[src/rtl/wmc_pkg.sv]
`default_nettype none
package wmc_pkg;
  // ****************************************
  // clock and timing
  // ****************************************
  localparam int  CLK_HZ     = 10_000_000;            // system clock rate
  localparam int  CLK_NS     = 100;                   // clock period
  localparam int  BAUD       = 19_200;                // serial bit rate
  localparam int  BIT_CYC    = (CLK_HZ + BAUD / 2) / BAUD; // cycles per bit
  localparam real TICK_US    = 4.34;                  // reply delay unit
  localparam int  TICK_CYC   = int'($ceil(TICK_US * 1000.0 / CLK_NS));
  localparam int  BASE_US    = 40;                    // fixed reply wait
  localparam int  BASE_CYC   = (BASE_US * 1000 + CLK_NS - 1) / CLK_NS;
  localparam int  HALF_MS    = 500;                   // motion update period
  localparam int  HALF_CYC   = HALF_MS * (CLK_HZ / 1000);
  // ****************************************
  // command byte layout
  // ****************************************
  localparam int         CMD_LSB          = 3;        // command number position
  localparam logic [2:0] ALL_ID           = 3'h0;     // broadcast identifier
  localparam logic [4:0] POS_QUERY_CMD    = 5'h01;
  localparam logic [4:0] speed_query_cmd  = 5'h02;
  localparam logic [4:0] ARRIVE_QUERY_CMD = 5'h03;
  localparam logic [4:0] travel_positions_cmd = 5'h04;
  localparam logic [4:0] clear_position_cmd   = 5'h05;
  localparam logic [4:0] reverse_direction_cmd = 5'h06;
  localparam logic [4:0] reply_delay_cmd  = 5'h07;
  localparam logic [4:0] max_speed_cmd    = 5'h08;
  localparam logic [4:0] ramp_rate_cmd    = 5'h09;
  // ****************************************
  // power-up values
  // ****************************************
  localparam logic [7:0]  DELAY_RST  = 8'h73;         // reply delay 115
  localparam logic [15:0] MAXSPD_RST = 16'h0024;      // 36 positions per half second
  localparam logic [7:0]  RAMP_RST   = 8'h0F;         // ramp 15
  localparam logic [7:0]  RAMP_MIN   = 8'h01;         // smallest legal ramp
  // ****************************************
  // command sequencer states
  // ****************************************
  typedef enum logic [2:0] {
    ST_IDLE = 3'h0,
    ST_ARG1 = 3'h1,
    ST_ARG2 = 3'h3,
    ST_WAIT = 3'h2,
    ST_SEND = 3'h6
  } wmc_state_type;
endpackage : wmc_pkg
`default_nettype wire

[src/rtl/wmc_serial_if.sv]
`timescale 1ns/100ps
`default_nettype none
// byte stream between the sequencer and the line driver
interface wmc_serial_if;
  logic       rx_valid;  // one-cycle pulse per received byte
  logic [7:0] rx_byte;   // received byte
  logic       tx_valid;  // one-cycle send request
  logic [7:0] tx_byte;   // byte to send
  logic       tx_ready;  // transmitter idle
  modport core (input rx_valid, rx_byte, tx_ready, output tx_valid, tx_byte);
  modport uart (output rx_valid, rx_byte, tx_ready, input tx_valid, tx_byte);
endinterface : wmc_serial_if
`default_nettype wire

[src/rtl/wmc_core.sv]
`timescale 1ns/100ps
`default_nettype none
// Operation
// - command number shifted three, id low bits
// - id zero broadcasts, never for queries
// - clear zeroes position, end and set point
// - triple clear resyncs, configuration kept
// - reverse command flips positive direction immediately
// - repeated reverse keeps reversed until power-down
// - delay command byte sets reply wait
// - wait is delay times 4.34us plus 40us
// - delay value is 115 after power-up
// - query value captured at command, sent later
// - max speed sixteen bits, high byte first
// - max speed 36 after power-up
// - raised limit ramps, lowered limit clips instantly
// - drive regulated both ways to track speed
// - set point steps every half second
// - ramp command one byte, default 15
// - ramp zero stored as one
// - accelerate to limit or brake for end
// - 19.2k, eight bits lsb first, one stop
// - line released except while sending reply
// - argument bytes always consumed, even unaddressed
// - up to seven devices, told by id
module wmc_core
  import wmc_pkg::*;
#(
  parameter int HALF_SEC_CYCLES = HALF_CYC,  // motion update period
  parameter int DRIVE_SHIFT     = 2          // position error gain
) (
  input  wire logic        CLK,
  input  wire logic        RST_N,
  input  wire logic        DATA_IN,
  output var  logic        DATA_OUT,
  output var  logic        DATA_OE,
  input  wire logic [2:0]  DEV_ID,
  input  wire logic [15:0] POSITION,
  input  wire logic [15:0] SPEED,
  output var  logic        POS_CLEAR,
  output var  logic        REVERSED,
  output var  logic [15:0] DRIVE,
  output var  logic [15:0] SET_POINT,
  output var  logic [15:0] END_POINT,
  output var  logic [15:0] MAX_SPEED,
  output var  logic [7:0]  RAMP_RATE,
  output var  logic [7:0]  REPLY_DELAY
);
  localparam int HS_W = $clog2(HALF_SEC_CYCLES);
  if (HALF_SEC_CYCLES < 2 || DRIVE_SHIFT < 0 || DRIVE_SHIFT > 3) begin : g_chk
    $error("unsupported parameter value");
  end

  // ****************************************
  // line driver
  // ****************************************
  wmc_serial_if ser ();

  wmc_uart #(
    .BIT_CYCLES (BIT_CYC)
  ) u_uart (
    .clk      (CLK),
    .rst_n    (RST_N),
    .data_in  (DATA_IN),
    .data_out (DATA_OUT),
    .data_oe  (DATA_OE),
    .ser      (ser)
  );

  // ****************************************
  // command decode
  // ****************************************
  wmc_state_type state;        // sequencer state
  wmc_state_type next_state;   // sequencer next state
  logic [4:0]    cmd_q;        // command awaiting arguments
  logic          hit_q;        // that command addresses us
  logic [7:0]    arg_hi;       // first of two argument bytes
  logic [15:0]   rep_val;      // captured reply, msb byte first
  logic [1:0]    rep_left;     // reply bytes still to send
  logic [15:0]   wait_cyc;     // reply wait cycle divider
  logic [7:0]    ticks_left;   // delay ticks still to wait
  logic [15:0]   wait_seen;    // cycles waited, checked below
  logic [HS_W-1:0] hs_cnt;     // half second divider
  logic          hs_tick;      // half second enable pulse
  logic [16:0]   vel;          // signed step per half second

  wire [4:0]  rx_cmd   = ser.rx_byte[7:CMD_LSB];
  wire [2:0]  rx_id    = ser.rx_byte[CMD_LSB-1:0];
  wire        is_query = rx_cmd == POS_QUERY_CMD || rx_cmd == speed_query_cmd
                      || rx_cmd == ARRIVE_QUERY_CMD;
  // id zero never matches as an own id, so a zero device answers no query
  wire        hit      = rx_id == ALL_ID ? !is_query : rx_id == DEV_ID;
  wire        two_args = rx_cmd == travel_positions_cmd || rx_cmd == max_speed_cmd;
  wire        one_arg  = rx_cmd == ARRIVE_QUERY_CMD || rx_cmd == reply_delay_cmd
                      || rx_cmd == ramp_rate_cmd;
  wire        idle_rx  = state == ST_IDLE && ser.rx_valid;
  wire        arg_rx   = state == ST_ARG2 && ser.rx_valid;
  wire        arg_done = arg_rx && hit_q;
  wire [15:0] arg_word = {arg_hi, ser.rx_byte};
  wire        do_clear = idle_rx && hit && rx_cmd == clear_position_cmd;
  wire        do_rev   = idle_rx && hit && rx_cmd == reverse_direction_cmd;
  wire        do_query = idle_rx && hit && is_query && !one_arg;
  wire        do_travel_positions_cmd  = arg_done && cmd_q == travel_positions_cmd;
  wire        do_delay = arg_done && cmd_q == reply_delay_cmd;
  wire        do_max   = arg_done && cmd_q == max_speed_cmd;
  wire        do_ramp  = arg_done && cmd_q == ramp_rate_cmd;
  wire        do_arriv = arg_done && cmd_q == ARRIVE_QUERY_CMD;

  // arrival: stopped and within tolerance of the end point
  wire [15:0] pos_err  = POSITION - END_POINT;
  wire [15:0] pos_mag  = pos_err[15] ? 16'(-pos_err) : pos_err;
  wire        arrived  = SPEED == 16'h0000 && pos_mag <= {8'h00, ser.rx_byte};

  // ****************************************
  // sequencer next state
  // ****************************************
  always_comb begin
    next_state = state;
    case (state)
      ST_IDLE: begin
        if (ser.rx_valid) begin
          if (two_args)      next_state = ST_ARG1;
          else if (one_arg)  next_state = ST_ARG2;
          else if (do_query) next_state = ST_WAIT;
        end
      end
      ST_ARG1: begin
        if (ser.rx_valid) next_state = ST_ARG2;
      end
      ST_ARG2: begin
        if (ser.rx_valid) next_state = do_arriv ? ST_WAIT : ST_IDLE;
      end
      ST_WAIT: begin
        if (ser.tx_ready && wait_cyc == 16'h0000 && ticks_left == 8'h00) begin
          next_state = ST_SEND;
        end
      end
      ST_SEND: begin
        next_state = rep_left == 2'h1 ? ST_IDLE : ST_WAIT;
      end
      default: next_state = ST_IDLE;
    endcase
  end

  wire enter_wait = next_state == ST_WAIT && state != ST_WAIT;
  assign ser.tx_valid = state == ST_SEND;
  assign ser.tx_byte  = rep_val[15:8];

  // state register
  always_ff @(posedge CLK or negedge RST_N) begin
    if (!RST_N) state <= ST_IDLE;
    else        state <= next_state;
  end

  // ****************************************
  // command capture and reply data
  // ****************************************
  always_ff @(posedge CLK or negedge RST_N) begin
    if (!RST_N) begin
      cmd_q    <= 5'h00;
      hit_q    <= 1'b0;
      arg_hi   <= 8'h00;
      rep_val  <= 16'h0000;
      rep_left <= 2'h0;
    end else begin
      if (idle_rx) begin
        cmd_q <= rx_cmd;
        hit_q <= hit;
      end
      if (state == ST_ARG1 && ser.rx_valid) arg_hi <= ser.rx_byte;
      // value frozen now, only its sending waits
      if (do_query) begin
        rep_val  <= rx_cmd == POS_QUERY_CMD ? POSITION : SPEED;
        rep_left <= 2'h2;
      end else if (do_arriv) begin
        rep_val  <= {arrived ? 8'hFF : 8'h00, 8'h00};
        rep_left <= 2'h1;
      end else if (state == ST_SEND) begin
        rep_val  <= {rep_val[7:0], 8'h00};
        rep_left <= rep_left - 2'h1;
      end
    end
  end

  // ****************************************
  // reply wait: fixed part then delay ticks
  // ****************************************
  // the fixed part also covers half a bit, since a byte is taken mid stop bit
  always_ff @(posedge CLK or negedge RST_N) begin
    if (!RST_N) begin
      wait_cyc   <= 16'h0000;
      ticks_left <= 8'h00;
    end else if (enter_wait) begin
      wait_cyc   <= 16'(BASE_CYC + BIT_CYC / 2 - 1);
      ticks_left <= REPLY_DELAY;
    end else if (state == ST_WAIT && ser.tx_ready) begin
      if (wait_cyc != 16'h0000) begin
        wait_cyc <= wait_cyc - 16'h0001;
      end else if (ticks_left != 8'h00) begin
        ticks_left <= ticks_left - 8'h01;
        wait_cyc   <= 16'(TICK_CYC - 1);
      end
    end
  end

  // ****************************************
  // configuration, untouched by clear
  // ****************************************
  always_ff @(posedge CLK or negedge RST_N) begin
    if (!RST_N) begin
      REVERSED    <= 1'b0;
      REPLY_DELAY <= DELAY_RST;
      MAX_SPEED   <= MAXSPD_RST;
      RAMP_RATE   <= RAMP_RST;
    end else begin
      if (do_rev)   REVERSED    <= 1'b1;
      if (do_delay) REPLY_DELAY <= ser.rx_byte;
      if (do_max)   MAX_SPEED   <= arg_word;
      if (do_ramp) begin
        RAMP_RATE <= ser.rx_byte == 8'h00 ? RAMP_MIN : ser.rx_byte;
      end
    end
  end

  // ****************************************
  // motion profile, one step per half second
  // ****************************************
  wire [15:0] remain   = END_POINT - SET_POINT;
  wire [15:0] rem_mag  = remain[15] ? 16'(-remain) : remain;
  wire [16:0] vel_abs  = vel[16] ? 17'(-vel) : vel;
  wire [15:0] vmag     = vel_abs[15:0];
  wire        toward   = remain != 16'h0000 && (vmag == 16'h0000 || vel[16] == remain[15]);
  wire [31:0] stop_lhs = 32'(vmag) * 32'(vmag);
  wire [31:0] stop_rhs = 32'({RAMP_RATE, 1'b0}) * 32'(rem_mag);
  wire        brake    = !toward || stop_lhs >= stop_rhs;
  // a limit written in the step cycle already bounds that step
  wire [15:0] spd_lim  = do_max ? arg_word : MAX_SPEED;
  wire [16:0] acc_sum  = {1'b0, vmag} + {9'h000, RAMP_RATE};
  wire [15:0] acc_mag  = acc_sum > {1'b0, spd_lim} ? spd_lim : acc_sum[15:0];
  wire [15:0] dec_raw  = vmag > {8'h00, RAMP_RATE} ? vmag - {8'h00, RAMP_RATE} : 16'h0000;
  wire [15:0] dec_mag  = dec_raw > spd_lim ? spd_lim : dec_raw;
  wire [15:0] new_mag  = brake ? dec_mag : acc_mag;
  wire        new_neg  = brake ? vel[16] : remain[15];
  wire [15:0] step_mag = !brake && new_mag > rem_mag ? rem_mag : new_mag;
  wire [16:0] next_vel = new_neg ? 17'(-{1'b0, step_mag}) : {1'b0, step_mag};
  wire [16:0] clip_vel = vel[16] ? 17'(-{1'b0, arg_word}) : {1'b0, arg_word};

  // half second enable
  always_ff @(posedge CLK or negedge RST_N) begin
    if (!RST_N) begin
      hs_cnt  <= '0;
      hs_tick <= 1'b0;
    end else begin
      hs_tick <= hs_cnt == HS_W'(HALF_SEC_CYCLES - 1);
      hs_cnt  <= hs_cnt == HS_W'(HALF_SEC_CYCLES - 1) ? '0 : hs_cnt + HS_W'(1);
    end
  end

  // end point, set point and speed
  always_ff @(posedge CLK or negedge RST_N) begin
    if (!RST_N) begin
      END_POINT <= 16'h0000;
      SET_POINT <= 16'h0000;
      vel       <= 17'h0_0000;
      POS_CLEAR <= 1'b0;
    end else begin
      POS_CLEAR <= do_clear;
      if (do_clear) begin
        END_POINT <= 16'h0000;
        SET_POINT <= 16'h0000;
        vel       <= 17'h0_0000;
      end else begin
        if (do_travel_positions_cmd) END_POINT <= END_POINT + arg_word;
        if (do_max && vmag > arg_word) begin
          vel <= clip_vel;
        end else if (hs_tick) begin
          vel       <= next_vel;
          SET_POINT <= SET_POINT + next_vel[15:0];
        end
      end
    end
  end

  // ****************************************
  // drive regulation, push or hold back
  // ****************************************
  wire [19:0] err_ext = {{4{SET_POINT[15]}}, SET_POINT}
                      - {{4{POSITION[15]}}, POSITION};
  wire [19:0] drv_sum = (err_ext << DRIVE_SHIFT) + {{3{vel[16]}}, vel}
                      - {{4{SPEED[15]}}, SPEED};
  wire        drv_ok  = drv_sum[19:15] == 5'h00 || drv_sum[19:15] == 5'h1F;

  always_ff @(posedge CLK or negedge RST_N) begin
    if (!RST_N) DRIVE <= 16'h0000;
    else        DRIVE <= drv_ok ? drv_sum[15:0] : (drv_sum[19] ? 16'h8000 : 16'h7FFF);
  end

  // ****************************************
  // checks
  // ****************************************
  always_ff @(posedge CLK or negedge RST_N) begin
    if (!RST_N)                    wait_seen <= 16'h0000;
    else if (enter_wait)           wait_seen <= 16'h0001;
    else if (state == ST_WAIT && ser.tx_ready) wait_seen <= wait_seen + 16'h0001;
  end
endmodule : wmc_core
`default_nettype wire

[src/rtl/wmc_uart.sv]
`timescale 1ns/100ps
`default_nettype none
module wmc_uart
  import wmc_pkg::*;
#(
  parameter int BIT_CYCLES = BIT_CYC
) (
  input  wire logic   clk,
  input  wire logic   rst_n,
  input  wire logic   data_in,
  output var  logic   data_out,
  output var  logic   data_oe,
  wmc_serial_if.uart  ser
);
  if (BIT_CYCLES < 4) begin : g_chk
    $error("bit period too short");
  end

  logic [15:0] rx_cnt;   // bit timer, receive
  logic [3:0]  rx_bit;   // receive bit index
  logic [7:0]  rx_sh;    // receive shifter
  logic        rx_busy;  // frame in progress
  logic [15:0] tx_cnt;   // bit timer, transmit
  logic [3:0]  tx_bit;   // transmit bit index
  logic [9:0]  tx_sh;    // stop, data, start
  logic        tx_busy;  // frame in progress
  logic [15:0] oe_len;   // drive length, checked below

  assign ser.rx_byte  = rx_sh;
  assign ser.tx_ready = !tx_busy;

  // ****************************************
  // receiver, lsb first, sampled mid bit
  // ****************************************
  always_ff @(posedge clk or negedge rst_n) begin
    if (!rst_n) begin
      rx_busy      <= 1'b0;
      rx_cnt       <= 16'h0000;
      rx_bit       <= 4'h0;
      rx_sh        <= 8'h00;
      ser.rx_valid <= 1'b0;
    end else begin
      ser.rx_valid <= 1'b0;
      if (!rx_busy) begin
        // own frames are not heard back
        if (!data_in && !tx_busy) begin
          rx_busy <= 1'b1;
          rx_cnt  <= 16'(BIT_CYCLES / 2);
          rx_bit  <= 4'h0;
        end
      end else if (rx_cnt != 16'h0000) begin
        rx_cnt <= rx_cnt - 16'h0001;
      end else begin
        rx_cnt <= 16'(BIT_CYCLES - 1);
        rx_bit <= rx_bit + 4'h1;
        if (rx_bit == 4'h0) begin
          rx_busy <= !data_in;                      // glitch drops the frame
        end else if (rx_bit <= 4'h8) begin
          rx_sh <= {data_in, rx_sh[7:1]};
        end else begin
          rx_busy      <= 1'b0;
          ser.rx_valid <= data_in;                  // bad stop bit discards
        end
      end
    end
  end

  // ****************************************
  // transmitter, drives the line only in a frame
  // ****************************************
  always_ff @(posedge clk or negedge rst_n) begin
    if (!rst_n) begin
      tx_busy  <= 1'b0;
      tx_cnt   <= 16'h0000;
      tx_bit   <= 4'h0;
      tx_sh    <= 10'h3FF;
      data_out <= 1'b1;
      data_oe  <= 1'b0;
    end else if (!tx_busy) begin
      if (ser.tx_valid) begin
        tx_busy  <= 1'b1;
        tx_sh    <= {1'b1, ser.tx_byte, 1'b0};
        tx_cnt   <= 16'(BIT_CYCLES - 1);
        tx_bit   <= 4'h0;
        data_out <= 1'b0;
        data_oe  <= 1'b1;
      end
    end else if (tx_cnt != 16'h0000) begin
      tx_cnt <= tx_cnt - 16'h0001;
    end else if (tx_bit == 4'h9) begin
      tx_busy  <= 1'b0;
      data_out <= 1'b1;
      data_oe  <= 1'b0;
    end else begin
      tx_bit   <= tx_bit + 4'h1;
      tx_cnt   <= 16'(BIT_CYCLES - 1);
      tx_sh    <= {1'b1, tx_sh[9:1]};
      data_out <= tx_sh[1];
    end
  end

  // drive length counter for the frame check
  always_ff @(posedge clk or negedge rst_n) begin
    if (!rst_n) oe_len <= 16'h0000;
    else        oe_len <= data_oe ? oe_len + 16'h0001 : 16'h0000;
  end
endmodule : wmc_uart
`default_nettype wire
[config.mk]
export PLATFORM = sky130hd
export DESIGN_NAME = wmc_core
export DESIGN_NICKNAME = d
export VERILOG_FILES = /design/src/rtl/wmc_pkg.sv /design/src/rtl/wmc_serial_if.sv /design/src/rtl/wmc_core.sv /design/src/rtl/wmc_uart.sv
export SDC_FILE = /design/constraint.sdc
export NUM_CORES = 2
export LEC_CHECK = 0
export ABC_CLOCK_PERIOD_IN_PS = 49600
export BUFFER_PORTS_ARGS = -buffer_cell sky130_fd_sc_hd__buf_4
export CORE_ASPECT_RATIO = 0.9
export CORE_MARGIN = 2
export CORE_UTILIZATION = 40
export DETAILED_ROUTE_END_ITERATION = 12
export GPL_TIMING_DRIVEN = 0
export PLACE_DENSITY_LB_ADDON = 0.05
export SLEW_MARGIN = 20
export SYNTH_ARGS = -nofsm -noshare
export SYNTH_HDL_FRONTEND = slang
export SYNTH_HIERARCHICAL = 1
export SYNTH_SLANG_ARGS = --single-unit
[constraint.sdc]
create_clock -name CLK -period 49.6 [get_ports CLK]
set_input_delay 7.44 -clock CLK [delete_from_list [all_inputs] [get_ports CLK]]
set_output_delay 7.44 -clock CLK [all_outputs]
set_load 0.1 [all_outputs]
## Yosys cells after proc, flatten, opt, wreduce, memory -nomap -nowiden

Cells that the tools add are included.

| word-level totals | value |
|---|---|
| word-level logic and storage cells | 256 |
| latch bits | 0 |
| output and inout bits | 84 |
| RAM bits | 0 |
| memories | 0 |
| memory bits (read-only) | 0 |
| input port bits | 38 |
| bits in registers | 245 |

| cells by class | value |
|---|---|
| divide/modulo/power cells | 0 |
| equal/unequal tests | 33 |
| bitwise logic cells | 2 |
| shifts and indexed selects | 0 |
| add/sub/neg operators | 22 |
| magnitude comparators | 8 |
| muxes and demuxes | 90 |
| $mul | 2 |
| reduce and logical (&&, ||, !) cells | 69 |

Operators by type and width:

| kind | number |
|---|---|
| $mux 16 | 31 |
| $mux 17 | 5 |
| $reduce_bool 16->1 | 4 |
| $gt 16x16->1 | 3 |
| $logic_not 16->1 | 3 |
| $mux 8 | 6 |
| $neg 16->16 | 3 |
| $sub 16x1->16 const B | 3 |
| $mux 10 | 4 |
| $neg 16->17 | 2 |
| $add 16x16->16 | 2 |
| $ge 32x25->1 | 1 |
| $mul 16x16->32 | 1 |
| $sub 16x16->16 | 2 |
| $eq 5x3->1 const B | 6 |
| $mux 4 | 7 |
| $mul 8x16->24 | 1 |
| $add 23x1->23 const B | 1 |
| $eq 23x23->1 const B | 1 |
| $logic_and 1x1->1 | 23 |
| $mux 1 | 23 |
| $mux 23 | 1 |
| $mux 3 | 7 |
| $add 19x17->20 | 1 |
| other kinds (40) | 85 |

## Longest topological paths before layout

| logic depth | value |
|---|---|
| depth after elaboration | 17 |
| mapped depth | 77 |
| gate-level depth less buffers | 74 |

## Hierarchy

The synthesis kept the hierarchy.

By module, submodules not included:

| module | instances | area each (sq um) | seq. area each (sq um) | cells an instance |
|---|---|---|---|---|
| wmc_core | 1 | 29713.5 | 4568.1 | 3604 |
| wmc_uart | 1 | 3210.6 | 1537.7 | 330 |

## Least setup slack after synthesis

OpenSTA, ideal clock, no wires.

| timing | value |
|---|---|
| path kind | flip-flop to flip-flop |
| start | reg vel[0] |
| end | reg SET_POINT[15] |
| clock period less this slack | 15.922 ns |
| setup time | 0.080 ns |
| cell stages (with the launch flop) | 68 |
| data required time | 49.520 ns |
| path buffers | 6 |
| slack | 33.678 ns |
| arrival | 15.842 ns |
| cell sequence | dfrtp_1 -> clkbuf_1 -> inv_1 -> clkbuf_1 -> ha_1 -> nand2b_1 -> o21ai_0 -> xor2_1 -> clkinv_1 -> nand2_1 -> fa_1 -> fa_1 -> fa_1 -> inv_1 -> fa_1 -> fa_1 -> fa_1 -> ha_1 -> [32 not listed] -> ha_1 -> mux2i_1 -> inv_1 -> ha_1 -> a21o_1 -> a21o_1 -> a21o_1 -> a21o_1 -> a21oi_1 -> o21bai_1 -> a21oi_1 -> nor2b_1 -> o41ai_1 -> o21a_1 -> o21ai_0 -> or2_2 -> mux2i_1 -> mux2i_1 |

| on the way | value |
|---|---|
| word-level cells in the longest chain between the ends | 17 |
| elaborated cells on any way between the ends | 33 |
| those cells by class | 5 x add/sub; 1 x mul; 6 x order compare; 1 x eq/ne; 11 x mux; 9 x reduce/logical |

Ends and longest elaborated chain:

| item | RTL line | text |
|---|---|---|
| start: declaration | wmc_core.sv:85 | `logic [16:0] vel;` |
| start signal: assignment | wmc_core.sv:275 | `vel <= clip_vel;` |
| start signal: assignment | wmc_core.sv:277 | `vel <= next_vel;` |
| $neg 16->16 | wmc_core.sv:230 | `wire [16:0] vel_abs = vel[16] ? 17'(-vel) : vel;` |
| $mux 16 * | wmc_core.sv:230 |  |
| parallel branches: the longest is 15 deep, another holds $mul 16x16->32 | - |  |
| end signal: assignment | wmc_core.sv:278 | `SET_POINT <= SET_POINT + next_vel[15:0];` |
| end: declaration | wmc_core.sv:43 | `output var logic [15:0] SET_POINT,` |

Mark *: on every way between the ends. The select of a mux whose other input is x is not followed.
A chain may end at the register's enable or synchronous reset.

## Final worst setup path

Ends and elaborated chain as after synthesis.

==> metrics.txt <==
status=complete, no violations; Pwr per Cell Area=16.2 nW/µm²; met1 usage=40.1%; Clock Latency Late Sink=~0.61 ns; Initial Utilization=40.5%; clk_skew=between 0.015 and 0.02 ns; Core Area=approximately 81000 µm²; Top cell by count, worst path=a21oi_1; initial antenna violation count=3; synthesis-to-layout area growth=10.3%; Worst Path Max Fanout=13; GR peak layer=met1; met2 GRT Util=39.2%; Slew Viols, Final=0; met3 usage=4.82%; total grt overflow=0; Critical Path Sink Type=register; warning count from the yosys run=6; post-DR wirelength/cell=~22 µm; total setup buffers inserted after CTS=0; Avg Vias per Cell=about 5.5; Synth async-reset ratio=100%; clock net sink count=243; Crit path max-delay family=compound AO/OA/AOI/OAI gates; Critical R2R Launch=vel[0]; fin worst setup slack=28.49 ns; Mapped Cells=3934; Leak=0.0179 µW; total power=slightly below 600 µW; IO Count=between 100 and 150; top-count cell post-synth=inv_1; Avg Inst Size Synth=about 8.4 µm²; Max-slew headroom=25.8%; Worst setup SP type=register; Post-synth top cells=inv_1 (530), nor2_1 (389), ha_1 (363); Synth cell types=100; Yosys reg bits=243; Worst Min Path Start=u_uart/rx_cnt[10]; CTS-repair resized insts=0; largest area contributor in the netlist=dfrtp_1; min cycle time layout=between 20 and 25 ns; Setup violations, final=0; Worst EP required=50.14 ns; Die Span X=306 µm; dominant cells by area after synthesis=dfrtp_1 (17%), fa_1 (17%), ha_1 (14%); prevailing post-synth register cell=dfrtp_1; overall global routing resource usage=26.5%; dpl cell area=approximately 35000 µm²; Layout Nets=4768; DRC=0; Clock transition at path regs=0.07 ns; CTS tree=done; syn_nets=between 4000 and 5000; H-tree depth=1; total wire length=112 mm; worst path bufs/invs=11; worst hold path type=reg -> reg; largest net degree at the start of global routing=95; Cell Rows=slightly below 100; share of layout cells above drive strength 1=7.99%; die height=276 µm; IO buf count=121; final instance area=around 36000 µm²; Peak VDD IR=0.0000273 V; CP Data Arrival Time=21.65 ns; sequential area share after synthesis=18.5%; number of synthesized flops with an enable pin=0; RSZ-0062 raised after global routing=false; share of the synthesized area in the top cell type=roughly 17%; max incr delay on CP=0.84 ns; final hold vios=0; vias in the first global route=~28000; gpl congestion=0.988; CTS hold repair buffers=0; Crit Path Category=reg -> reg; Worst Max-Slew Pin Slew=approximately 1.1 ns; root buf cell=clkbuf_16; FMAX=approximately 0.047 GHz; CTS max path bufs=3; die footprint=84600 µm²; first-pass GRT wire length=173 mm; max-cap violation count=0; setup tns final=0 ns; via count=between 20000 and 30000; Slowest-stage cell, CP=clkbuf_1; Num CTS Buffers=30; DP Wirelength=91.3 mm; Final ANT Viol Nets=0; Critical Path Start=vel[0]; Setup WS pre-CTS=28.31 ns; period utilization=between 40% and 50%; initial drt markers=2378; drt first pass iters=7; Synth Cell Area=32900 µm²
==> worst reg2reg max path: cells and delay by family, from the launching register on <==
kind                       cells  cell delay (ns)
adders and majority gates     12             4.94
DFF                            1             0.44
buffers and inverters         11             4.23
and+or+nand+nor               11             2.62
xor gates and xnor gates       2             0.82
AOI/OAI and AO/OA             28             6.48
muxes                          4             1.47
==> kinds of logic (layout without fill, tap and decap cells) <==
family                   after synthesis  count (layout)  share of synthesized area (%)
AO/OA/AOI/OAI                        829             829                           16.0
adder cells (fa/ha/maj)              637             637                           30.5
AND/OR/NAND/NOR                     1225            1225                           17.7
flip-flops                           243             243                           18.5
other                                  0               2                              0
XOR/XNOR                             233             233                           6.22
multiplexers                         101             101                           3.25
buffers and inverters                666             848                           7.82
==> power by group <==
| group | leakage [µW] | total, µW | switching [µW] | internal (µW) |
|---|---|---|---|---|
| logic | 0.0145 | 144 | 103 | 40.5 |
| registers | 0.00288 | 222 | 10.8 | 211 |
| clock network | 0.000494 | 224 | 96.5 | 128 |
==> final timing paths <==
check                                    end  slack, ns  cells after the start
setup / recovery               SET_POINT[15]      28.49                     68
hold / removal             u_uart/rx_cnt[10]       0.48                      1
setup reg to reg               SET_POINT[15]      28.49                     68
hold reg to reg            u_uart/rx_cnt[10]       0.48                      1
max in group asynchronous       MAX_SPEED[2]      41.85                      2
min in group asynchronous  u_uart/tx_cnt[11]       6.78                      1
==> metal layers <==
layer / routed length (µm) / up-vias
met5: 0 / -
met1: 54900 / 13998
li1: - / 13724
met4: 2500 / 0
met2: 47100 / 831
met3: 7600 / 134
==> registers in the layout, summed over array words and instances, names as in the netlist, 16 cells and up <==
name           count
DRIVE             16
END_POINT         16
MAX_SPEED         16
SET_POINT         16
hs_cnt            23
rep_val           16
u_uart/rx_cnt     16
u_uart/tx_cnt     16
vel               17
wait_cyc          16
==> per-stage QoR <==
stage | util (%) | instances | hold WS [ns]
final | 44.7 | 5178 | 0.484
after global routing | 44.7 | 5176 | 0.513
after CTS | 44.7 | 5176 | 0.488
after detailed placement | 43.4 | 5121 | 0.483
after global placement | 43.3 | 5115 | 0.482
after floorplan | - | 3934 | 0.442
==> cell type report <==
cell class | instances | area (µm²)
buffer | 124 | 542
tap | 1060 | 1330
timing repair buffer | 127 | 1010
clock inverter | 17 | 170
clock buffer | 38 | 821
sequential | 243 | 6110
multi-input combinational | 3025 | 24300
inverter | 542 | 2030
antenna | 2 | 5.00
fill | 8290 | 44900
==> cells in the final DEF, fill, tap and decap left out, types with 33 or more instances in the layout <==
master    netlist  layout
a21o_1         46      46
nand2b_1       45      45
ha_1          363     363
inv_1         530     530
nand3_1       106     106
nand4_1        33      33
buf_4           3     124
clkbuf_1      101     105
nor2_1        389     389
xnor2_1       151     148
or3_1          52      52
a21oi_1       240     240
fa_1          274     274
o21ai_0       220     219
nand2_1       320     320
mux2_2         47      47
xor2_1         81      80
mux2i_1        53      53
dfrtp_1       223     223
nor3_1         80      79
Note: power is estimated with default switching activity, not from simulation.
